File: src/design/iepb_pkg.sv
package iepb_pkg;

    // ----------------------------------------
    // Register map and field layout
    // ----------------------------------------
    localparam logic [7:0] GATE_REG_ADDR = 8'hA8;
    localparam logic [7:0] LEVEL_UPPER_ADDR = 8'hB7;
    localparam logic [7:0] LEVEL_LOWER_ADDR = 8'hB8;
    localparam logic [7:0] STATUS_ADDR = 8'hB9;
    localparam logic [7:0] SERVICE_ADDR = 8'hBA;
    localparam int GLOBAL_GATE_POS = 7;
    localparam int UART_POS = 4;
    localparam int TIMER1_POS = 3;
    localparam int PIN1_POS = 2;
    localparam int TIMER0_POS = 1;
    localparam int PIN0_POS = 0;
    localparam int NUM_SRC = 5;
    localparam logic [7:0] GATE_RESET = 8'h00;
    localparam logic [7:0] LEVEL_RESET = 8'h00;
    localparam logic [7:0] SRC_FIELD_MASK = 8'h1F;
    localparam logic [7:0] GATE_FIELD_MASK = 8'h9F;

    // ----------------------------------------
    // Types
    // ----------------------------------------
    typedef logic [1:0] iepb_level_t;

    // Register bus request
    typedef struct packed {
        logic [7:0] addr;
        logic [7:0] wdata;
        logic wr;
        logic rd;
    } iepb_bus_req_t;

    // Arbitration result toward the core
    typedef struct packed {
        logic valid;
        logic [2:0] src;
        iepb_level_t level;
    } iepb_grant_t;

    // Arbiter states
    typedef enum logic [1:0] {
        ST_IDLE = 2'b01,
        ST_BUSY = 2'b10
    } iepb_state_t;

endpackage

File: src/design/iepb_arbiter.sv
`timescale 1ns/100ps
`default_nettype none

// Combinational pick of the winning request: highest level, then poll order
module iepb_arbiter #(
    parameter int NSRC = 5
) (
    // Per-source inputs
    input wire logic [NSRC-1:0] req_ok,
    input wire logic [NSRC-1:0] lvl_hi,
    input wire logic [NSRC-1:0] lvl_lo,
    // Result
    output iepb_pkg::iepb_grant_t grant
);

    // ----------------------------------------
    // Search
    // ----------------------------------------
    // Scan from last poll position down so lower indices win ties
    always_comb begin
        grant = '0;
        for (int i = NSRC - 1; i >= 0; i--) begin
            // [RULE_19] higher level first
            if (req_ok[i] && (!grant.valid || {lvl_hi[i], lvl_lo[i]} >= grant.level)) begin
                grant.valid = 1'b1;
                grant.src = 3'(i);
                // [RULE_17] level encoding
                grant.level = {lvl_hi[i], lvl_lo[i]};
            end
        end
    end

endmodule // iepb_arbiter

`default_nettype wire

File: src/design/iepb_bank.sv
`timescale 1ns/100ps
`default_nettype none

// Functional notes
// [RULE_01] Gate bit 7 low blocks every request
// [RULE_02] Gate high: each source uses own enable
// [RULE_03] Enable bit 4 gates serial port
// [RULE_04] Enable bit 3 gates timer 1
// [RULE_05] Enable bit 2 gates external pin 1
// [RULE_06] Enable bit 1 gates timer 0
// [RULE_07] Enable bit 0 gates external pin 0
// [RULE_08] Unused bits read any; never write ones
// [RULE_09] Enable register resets to zero, bit access
// [RULE_10] Serial level from bit 4 pair
// [RULE_11] Timer 1 level from bit 3 pair
// [RULE_12] Pin 1 level from bit 2 pair
// [RULE_13] Timer 0 level from bit 1 pair
// [RULE_14] Pin 0 level from bit 0 pair
// [RULE_15] Lower level register resets zero, bit access
// [RULE_16] Upper level register resets zero, byte only
// [RULE_17] Upper and lower bits encode levels 0-3
// [RULE_18] Preempt only by strictly higher level
// [RULE_19] Higher level first, ties by polling
// [RULE_20] Poll order pin0, t0, pin1, t1, uart
// [RULE_21] Writes act from next arbitration cycle
module iepb_bank #(
    parameter int NSRC = iepb_pkg::NUM_SRC
) (
    // Clock and reset
    input wire logic clk,
    input wire logic rst_n,
    // Register bus
    input wire logic [7:0] addr,
    input wire logic [7:0] wdata,
    input wire logic wr,
    input wire logic rd,
    // Bit-addressed access: bit_wr writes bit_val into one bit of the enable or lower level register
    input wire logic bit_wr,
    input wire logic [2:0] bit_sel,
    input wire logic bit_val,
    output logic [7:0] rdata,
    // Sources, index order pin0, timer0, pin1, timer1, uart
    input wire logic [NSRC-1:0] src_req,
    // Core side
    input wire logic ack,
    input wire logic reti,
    output logic irq_valid,
    output logic [2:0] irq_src,
    output logic [1:0] irq_level
);

    // ----------------------------------------
    // State
    // ----------------------------------------
    typedef struct packed {
        logic [7:0] gate;                   // Enable register
        logic [7:0] upper;                  // Upper level register
        logic [7:0] lower;                  // Lower level register
        logic [3:0] active;                 // One bit per level in service
        logic [7:0] rdata;                  // Read data, one cycle late
        logic valid;                        // Request offered to core
        logic [2:0] src;                    // Offered source
        logic [1:0] level;                  // Offered level
        iepb_pkg::iepb_state_t st;          // Arbiter state
    } iepb_bank_state_t;

    iepb_bank_state_t s_q;  // Registered state
    iepb_bank_state_t s_d;  // Next state
    iepb_pkg::iepb_grant_t win;  // Arbitration winner
    logic [NSRC-1:0] req_ok;  // Enabled requests
    logic [NSRC-1:0] en_bits;  // Per-source enable
    logic [3:0] cur_lvl_mask;  // Levels that may preempt

    // ----------------------------------------
    // Helpers
    // ----------------------------------------
    // Highest active level as a mask of strictly-higher levels allowed
    function automatic logic [3:0] above_mask(input logic [3:0] act);
        logic [3:0] m;
        m = 4'hF;
        for (int l = 0; l < 4; l++) begin
            if (act[l]) begin
                m = 4'hF << (l + 1);
            end
        end
        return m;
    endfunction

    // Write one bit of a byte
    function automatic logic [7:0] set_bit(input logic [7:0] v, input logic [2:0] b,
                                           input logic x);
        logic [7:0] r;
        r = v;
        r[b] = x;
        return r;
    endfunction

    // ----------------------------------------
    // Request gating
    // ----------------------------------------
    // [RULE_03] [RULE_04] [RULE_05] [RULE_06] [RULE_07] per-source enables
    assign en_bits = s_q.gate[NSRC-1:0];

    genvar g;
    generate
        for (g = 0; g < NSRC; g++) begin : g_gate
            // [RULE_01] [RULE_02] global gate then own enable
            assign req_ok[g] = src_req[g] & en_bits[g] & s_q.gate[iepb_pkg::GLOBAL_GATE_POS];
        end
    endgenerate

    assign cur_lvl_mask = above_mask(s_q.active);

    // ----------------------------------------
    // Arbiter
    // ----------------------------------------
    // [RULE_10] [RULE_11] [RULE_12] [RULE_13] [RULE_14] bit pairs per source
    // [RULE_20] index order is poll order
    iepb_arbiter #(
        .NSRC(NSRC)
    ) u_arb (
        .req_ok(req_ok),
        .lvl_hi(s_q.upper[NSRC-1:0]),
        .lvl_lo(s_q.lower[NSRC-1:0]),
        .grant(win)
    );

    // ----------------------------------------
    // Next state
    // ----------------------------------------
    always_comb begin
        s_d = s_q;
        s_d.rdata = 8'h00;
        // Register writes, whole byte
        if (wr) begin
            unique case (addr)
                // [RULE_09] gate register write
                iepb_pkg::GATE_REG_ADDR: begin
                    s_d.gate = wdata & iepb_pkg::GATE_FIELD_MASK;
                end
                iepb_pkg::LEVEL_UPPER_ADDR: begin
                    s_d.upper = wdata & iepb_pkg::SRC_FIELD_MASK;
                end
                iepb_pkg::LEVEL_LOWER_ADDR: begin
                    s_d.lower = wdata & iepb_pkg::SRC_FIELD_MASK;
                end
                default: begin
                end
            endcase
        end
        // Single-bit writes; the upper level register takes none
        if (bit_wr) begin
            unique case (addr)
                // [RULE_09] bit access on enable register
                iepb_pkg::GATE_REG_ADDR: begin
                    s_d.gate = set_bit(s_q.gate, bit_sel, bit_val) & iepb_pkg::GATE_FIELD_MASK;
                end
                // [RULE_15] bit access on lower register
                iepb_pkg::LEVEL_LOWER_ADDR: begin
                    s_d.lower = set_bit(s_q.lower, bit_sel, bit_val) & iepb_pkg::SRC_FIELD_MASK;
                end
                // [RULE_16] upper register ignores bit access
                default: begin
                end
            endcase
        end
        // Reads; unused bits return zero
        if (rd) begin
            unique case (addr)
                // [RULE_08] reserved bits read zero
                iepb_pkg::GATE_REG_ADDR: s_d.rdata = s_q.gate;
                iepb_pkg::LEVEL_UPPER_ADDR: s_d.rdata = s_q.upper;
                iepb_pkg::LEVEL_LOWER_ADDR: s_d.rdata = s_q.lower;
                iepb_pkg::STATUS_ADDR: s_d.rdata = {3'h0, req_ok};
                iepb_pkg::SERVICE_ADDR: s_d.rdata = {s_q.st == iepb_pkg::ST_BUSY, 3'h0,
                                                     s_q.active};
                default: s_d.rdata = 8'h00;
            endcase
        end
        // [RULE_21] offer uses registered settings, new on next cycle
        s_d.valid = 1'b0;
        // [RULE_18] only strictly higher level may preempt
        if (win.valid && cur_lvl_mask[win.level] && !ack) begin
            s_d.valid = 1'b1;
            s_d.src = win.src;
            s_d.level = win.level;
        end
        // Level bookkeeping on accept and return
        if (reti) begin
            // Clear highest active level
            for (int l = 0; l < 4; l++) begin
                if (s_q.active[l] && (s_q.active >> (l + 1)) == 4'h0) begin
                    s_d.active[l] = 1'b0;
                end
            end
        end
        if (ack && s_q.valid) begin
            s_d.active[s_q.level] = 1'b1;
        end
        // State follows whether any routine runs
        unique case (s_q.st)
            iepb_pkg::ST_IDLE: begin
                if (ack && s_q.valid) begin
                    s_d.st = iepb_pkg::ST_BUSY;
                end
            end
            iepb_pkg::ST_BUSY: begin
                if (s_d.active == 4'h0) begin
                    s_d.st = iepb_pkg::ST_IDLE;
                end
            end
            default: s_d.st = iepb_pkg::ST_IDLE;
        endcase
    end

    // ----------------------------------------
    // State register
    // ----------------------------------------
    always_ff @(posedge clk or negedge rst_n) begin
        if (!rst_n) begin
            // [RULE_09] [RULE_15] [RULE_16] reset values
            s_q <= '{gate: iepb_pkg::GATE_RESET, upper: iepb_pkg::LEVEL_RESET,
                     lower: iepb_pkg::LEVEL_RESET, active: 4'h0, rdata: 8'h00,
                     valid: 1'b0, src: 3'h0, level: 2'h0, st: iepb_pkg::ST_IDLE};
        end else begin
            s_q <= s_d;
        end
    end

    // ----------------------------------------
    // Outputs
    // ----------------------------------------
    assign rdata = s_q.rdata;
    assign irq_valid = s_q.valid;
    assign irq_src = s_q.src;
    assign irq_level = s_q.level;

endmodule // iepb_bank

`default_nettype wire

File: config.mk
export PLATFORM = sky130hd
export DESIGN_NAME = iepb_bank
export DESIGN_NICKNAME = d
export VERILOG_FILES = /design/src/design/iepb_pkg.sv /design/src/design/iepb_arbiter.sv /design/src/design/iepb_bank.sv
export SDC_FILE = /design/constraint.sdc
export NUM_CORES = 1
export LEC_CHECK = 0
export BUFFER_PORTS_ARGS = -buffer_cell sky130_fd_sc_hd__buf_2
export CAP_MARGIN = 20
export CORE_MARGIN = 2
export CORE_UTILIZATION = 55
export DETAILED_ROUTE_END_ITERATION = 10
export MAX_ROUTING_LAYER = met4
export PLACE_DENSITY = 0.83
export REMOVE_ABC_BUFFERS = 1
export SLEW_MARGIN = 20
export SYNTH_ARGS = -nofsm -noshare
export SYNTH_HDL_FRONTEND = slang
export SYNTH_SLANG_ARGS = --single-unit
File: constraint.sdc
create_clock -name clk -period 7.95 [get_ports clk]
set_input_delay 0.3975 -clock clk [delete_from_list [all_inputs] [get_ports clk]]
set_output_delay 0.3975 -clock clk [all_outputs]
set_load 0.005 [all_outputs]
**Word level (Yosys, flattened, before mapping)**

Index checks and enable logic that the tools add are counted.

- Flip-flop bits (word level): 41
- Output and inout bits: 14

- Magnitude comparators: 9
- Equal/unequal tests: 9
- Mux-type cells: 36
- Bitwise operators: 11
- Reductions and logical operators: 27

Operators with widths:

| cell | count |
|---|---|
| $mux 8 | 7 |
| $eq 8x8->1 const B | 5 |
| $pmux 8 s5 | 1 |
| $mux 6 | 6 |
| $mux 24 | 1 |
| $bwmux 8 | 2 |
| $logic_not 4->1 | 4 |
| $logic_and 1x1->1 | 12 |
| $mux 4 | 3 |
| $and 1x1->1 | 10 |
| $ge 2x2->1 | 4 |
| $mux 1 | 7 |
| $lt 2x3->1 const B | 2 |
| $mux 2 | 3 |
| $logic_not 1->1 | 5 |
| $mux 5 | 1 |
| $logic_or 1x1->1 | 4 |
| $lt 3x4->1 const B | 1 |
| $or 4x4->4 | 1 |
| $pmux 2 s2 | 1 |
| $reduce_and 2->1 | 2 |
| $demux 1 s3 | 1 |
| $ge 3x1->1 const B | 1 |
| $mux 3 | 1 |
| 7 further kinds | 7 |

**Longest topological paths before layout**

- Word-level depth: 24
- Mapped depth: 28

**Cells and area by module**

Synthesis repeated with hierarchy kept, for this count alone.

- Cells, all modules: 272
- Area, all modules: 2630.0 µm²

By module, submodules not included:

| module | instances | cells each | area each (µm²) | seq. area each (µm²) |
|---|---|---|---|---|
| iepb_bank | 1 | 214 | 2199.6 | 1027.2 |
| iepb_arbiter | 1 | 58 | 430.4 | 0.0 |

**Least setup slack after synthesis**

No wires, ideal clock.

- Kind: reg-to-reg
- Start point: reg s_q[43] (netlist bit)
- End point: reg s_q, in the netlist irq_src[0]
- Setup time: 0.125 ns
- Arrival: 5.437 ns
- Setup slack: 2.388 ns
- Stages on the path, launching flop included: 29
- Path buffers: 1
- Path through: dfrtp_1 > buf_6 > nand3_1 > nor2_1 > ha_1 > nand2b_1 > a211oi_1 > a2bb2oi_2 > inv_1 > ha_1 > nand2b_4 > a2111oi_4 > or2_4 > nor2_2 > or2_2 > ha_1 > a21oi_1 > a21oi_2 > a211oi_2 > a21o_1 > ha_1 > nand2b_1 > a21oi_1 > a21oi_2 > a21o_1 > o22ai_2 > a21oi_1 > o221ai_2 > mux2_2

- Longest elaborated chain between the ends: 22
- Elaborated cells on any way between the ends: 30
- Those cells by class: order compare: 4; mux: 7; bitwise: 5; reduce/logical: 14

RTL lines:

| item | RTL line | RTL |
|---|---|---|
| start, declared | iepb_bank.sv:67 | `iepb_bank_state_t s_q;` |
| start signal, assigned | iepb_bank.sv:222 | `s_q <= '{gate: iepb_pkg::GATE_RESET, upper: iepb_pkg::LEVEL_RESET,` |
| $and 1x1->1 | iepb_bank.sv:108 | `assign req_ok[g] = src_req[g] & en_bits[g] & s_q.gate[iepb_pkg::GLOBAL_GATE_POS];` |
| $mux 6 | iepb_arbiter.sv:24 | `if (req_ok[i] && (!grant.valid \|\| {lvl_hi[i], lvl_lo[i]} >= grant.level)) begin` |
| $ge 2x2->1 or $logic_not 1->1 (tied branches) | iepb_arbiter.sv:24 |  |
| $logic_or 1x1->1 | iepb_arbiter.sv:24 |  |
| $logic_and 1x1->1 | iepb_arbiter.sv:24 |  |
| $mux 6 | iepb_arbiter.sv:24 |  |
| $ge 2x2->1 or $logic_not 1->1 (tied branches) | iepb_arbiter.sv:24 |  |
| $logic_or 1x1->1 | iepb_arbiter.sv:24 |  |
| [5 not listed] | - |  |
| $mux 6 | iepb_arbiter.sv:24 |  |
| $ge 2x2->1 or $logic_not 1->1 (tied branches) | iepb_arbiter.sv:24 |  |
| $logic_or 1x1->1 | iepb_arbiter.sv:24 |  |
| $logic_and 1x1->1 | iepb_arbiter.sv:24 |  |
| $mux 6 (*) | iepb_arbiter.sv:24 |  |
| $bmux 1 s2 | iepb_bank.sv:183 | `if (win.valid && cur_lvl_mask[win.level] && !ack) begin` |
| $mux 1 (not written as such) | iepb_bank.sv:183 |  |
| $logic_and 1x1->1 (2 in series) | iepb_bank.sv:183 |  |

Mark *: on every way between the ends. The rest lies on a longest branch, timed or not. The select of a mux whose other input is x is not followed.
A chain may end at the register's enable or synchronous reset.

**Final worst setup path**

Same ends and word-level chain as after synthesis.

==> impl_metrics.tcl <==
set metrics [dict create \
    status "finished, final reports clean" \
    slew_headroom 0.391 \
    critPathArrivalTime_ns 6.52 \
    clk_pin_slew_ns 0.08 \
    cts_tree "yes" \
    hold_violations 0 \
    synth_flop_cell "dfrtp_1" \
    initial_core_util 0.581 \
    syn_avg_cell_area_um2 9.37 \
    fp.dieH_um 72.3 \
    crit_fanout 11 \
    antenna_found_initial 0 \
    fp.coreArea_um2 4410 \
    design_area_um2 2850 \
    setup_viol 0 \
    vias 2253 \
    ys_seq_area_frac 0.400 \
    drtPass1Iterations 4 \
    synthXorXnorAreaFrac 0 \
    viasPerCell 6.28 \
    ys_ff_latch 41 \
    synth_top_family_by_area "compound AO/OA/AOI/OAI gates" \
    drive_above_1_share 0.264 \
    postCtsSetupBuffers 0 \
    cap_viol_max_count 0 \
    place_hpwl_mm 4.58 \
    die_area_um2 5230 \
    crit_path_start_kind "register" \
    period_needed_ns 6.33 \
    port_buffers 43 \
    synth_top_area_frac 0.390 \
    ctsHtreeMaxLevel 2 \
    fin_crit_sh 0.797 \
    drcViolationCount 0 \
    max_freq_mhz 158 \
    powerDensity_nw_per_um2 166 \
    gr-usage-all-layers 0.265 \
    die-width_um 72.3 \
    synth_commonest_cells "dfrtp_1, a21oi_1, nand2_1, inv_1, nor2_1" \
    postPlaceCellArea_um2 2730 \
    syn_area_um2 2570 \
    critPathRequiredTime_ns 8.14 \
    clock_skew_ns 0.00673 \
    grt_pass1_wl_mm 10.3 \
    clockRootBuffer "clkbuf_8" \
    synthAdderAreaFrac 0.0390 \
    gp_congestion 0.913 \
    rows 24 \
    synth-compound-area-share 0.241 \
    cts_buffers 5 \
    end_kind "register" \
    cp_slowest_cell "dfrtp_1" \
    grt_pass1_vias 2207 \
    postSynthCellCount 274 \
    cpPeakStageDelay_ns 0.57 \
    clk_latency_ns 0.30 \
    worst_slew_pin_slew_ns 0.913 \
    ioPinCount 46 \
    yosys.area.top_type "dfrtp_1" \
    antenna_cells 0 \
    async_flop_share 1.00 \
    ys_types 59 \
    drt-wirelength-per-cell_um 17.4 \
    rsz0062_at_grt "false" \
    synth.most_common_cell "dfrtp_1" \
    vdd_drop_max_v 0.000108 \
    cts_resized 0 \
    synth_edf_count 0 \
    synthTopCellsByArea "dfrtp_1, a21oi_1, ha_1, buf_4, mux2_2" \
    synth_simple_gate_area_frac 0.183 \
    cts_hold_buffers 0 \
    synthMuxAreaShare 0.0585 \
    cts_num_sinks 41 \
    drv_slew 0 \
    grt_max_degree 42 \
    critPathKind "reg2reg" \
    fin_nets 346 \
    hold_class "in2async" \
    tns_ns 0 \
    globalRouteOverflowTotal 0 \
    clockBufferDepth 2 \
    drt_iter0_drc 239 \
    ant_nets 0 \
    path_common_cell "ha_1" \
    yosys_warnings 0 \
    synthToLayoutAreaGrowth_pct 11.0 \
    drt-total-wl_mm 6.23 \
    p_leak_uw 0.00131 \
]
## state kept, by name, indices dropped and copies added (netlist names)
name and count:
rdata 8, irq_src 3, s_q 22, irq_valid 1, irq_level 2, en_bits 5
## metal layers
layer  vias up  wire, um  global-route usage
met2       107      3040               0.426
met4         0       143               0.107
li1       1051         -                   -
met1      1077      2560               0.328
met5         -         0                   -
met3        18       489              0.0569
## cell families after synthesis
group           Yosys count
mux                      14
compound gates           85
buf+inv                  38
fa+ha+maj                 8
simple gates             88
flops                    41
## power breakdown
group	switching (uW)	internal [uW]
Clock	76.3	102
Sequential	11.4	218
Combinational	37.5	26.7
## cell usage in the layout, fill, tap and decap left out, types with 3 or more instances in the layout
cell type	n
and2_1	6
nand3_1	7
inv_1	18
o31ai_1	4
mux2i_1	6
nand2_1	23
o22ai_1	6
o21ai_0	12
a21oi_1	24
a211oi_2	3
nor3_1	5
dfrtp_1	40
nand2b_1	6
nor2_1	17
mux2_2	8
ha_1	8
buf_2	43
a221oi_1	3
clkbuf_8	6
or3_1	5
a22oi_1	9
## final timing paths
path,from,end,slack [ns],cells after the start
worst max register to register,s_q[43]$_DFFE_PN0P_,irq_src[0]$_DFFE_PN0P_,1.62,27
max in group asynchronous,rst_n,s_q[18]$_DFF_PN0_,7.15,1
worst min-delay path,rst_n,s_q[41]$_DFF_PN0_,0.23,1
worst min register to register,s_q[41]$_DFF_PN0_,s_q[41]$_DFF_PN0_,0.49,1
min in group clk,wdata[0],s_q[28]$_DFFE_PN0P_,0.37,2
worst max-delay path,s_q[43]$_DFFE_PN0P_,irq_src[0]$_DFFE_PN0P_,1.62,27
## layout make-up
cell class / count / area (um^2)
Inverter: 18 / 67.6
Clock inverter: 2 / 37.5
Tap cell: 52 / 65.1
Sequential cell: 41 / 1030
Fill cell: 351 / 1570
Timing Repair Buffer: 45 / 230
Clock buffer: 6 / 82.6
Multi-Input combinational cell: 195 / 1340
## stage by stage
stage | total power (uW) | hold slack, ns | setup WS (ns) | util | instances
after floorplan | 265 | 0.102 | 2.37 | - | 254
after global placement | 293 | 0.469 | 1.86 | 0.618 | 351
after detailed placement | 296 | 0.470 | 1.72 | 0.618 | 351
after CTS | 471 | 0.261 | 1.64 | 0.645 | 359
after global routing | 491 | 0.300 | 1.17 | 0.645 | 359
final | 472 | 0.225 | 1.62 | 0.645 | 359
## worst max-delay path: cells and delay by family (launching register included)
family                   cells  cell delay, ns
AO/OA/AOI/OAI               12            2.67
AND/OR/NAND/NOR              8            1.35
buffers and inverters        2            0.23
adder cells (fa/ha/maj)      4            1.04
multiplexers                 1            0.39
flip-flops                   1            0.57
No activity file was read; power rests on OpenSTA's default activity.
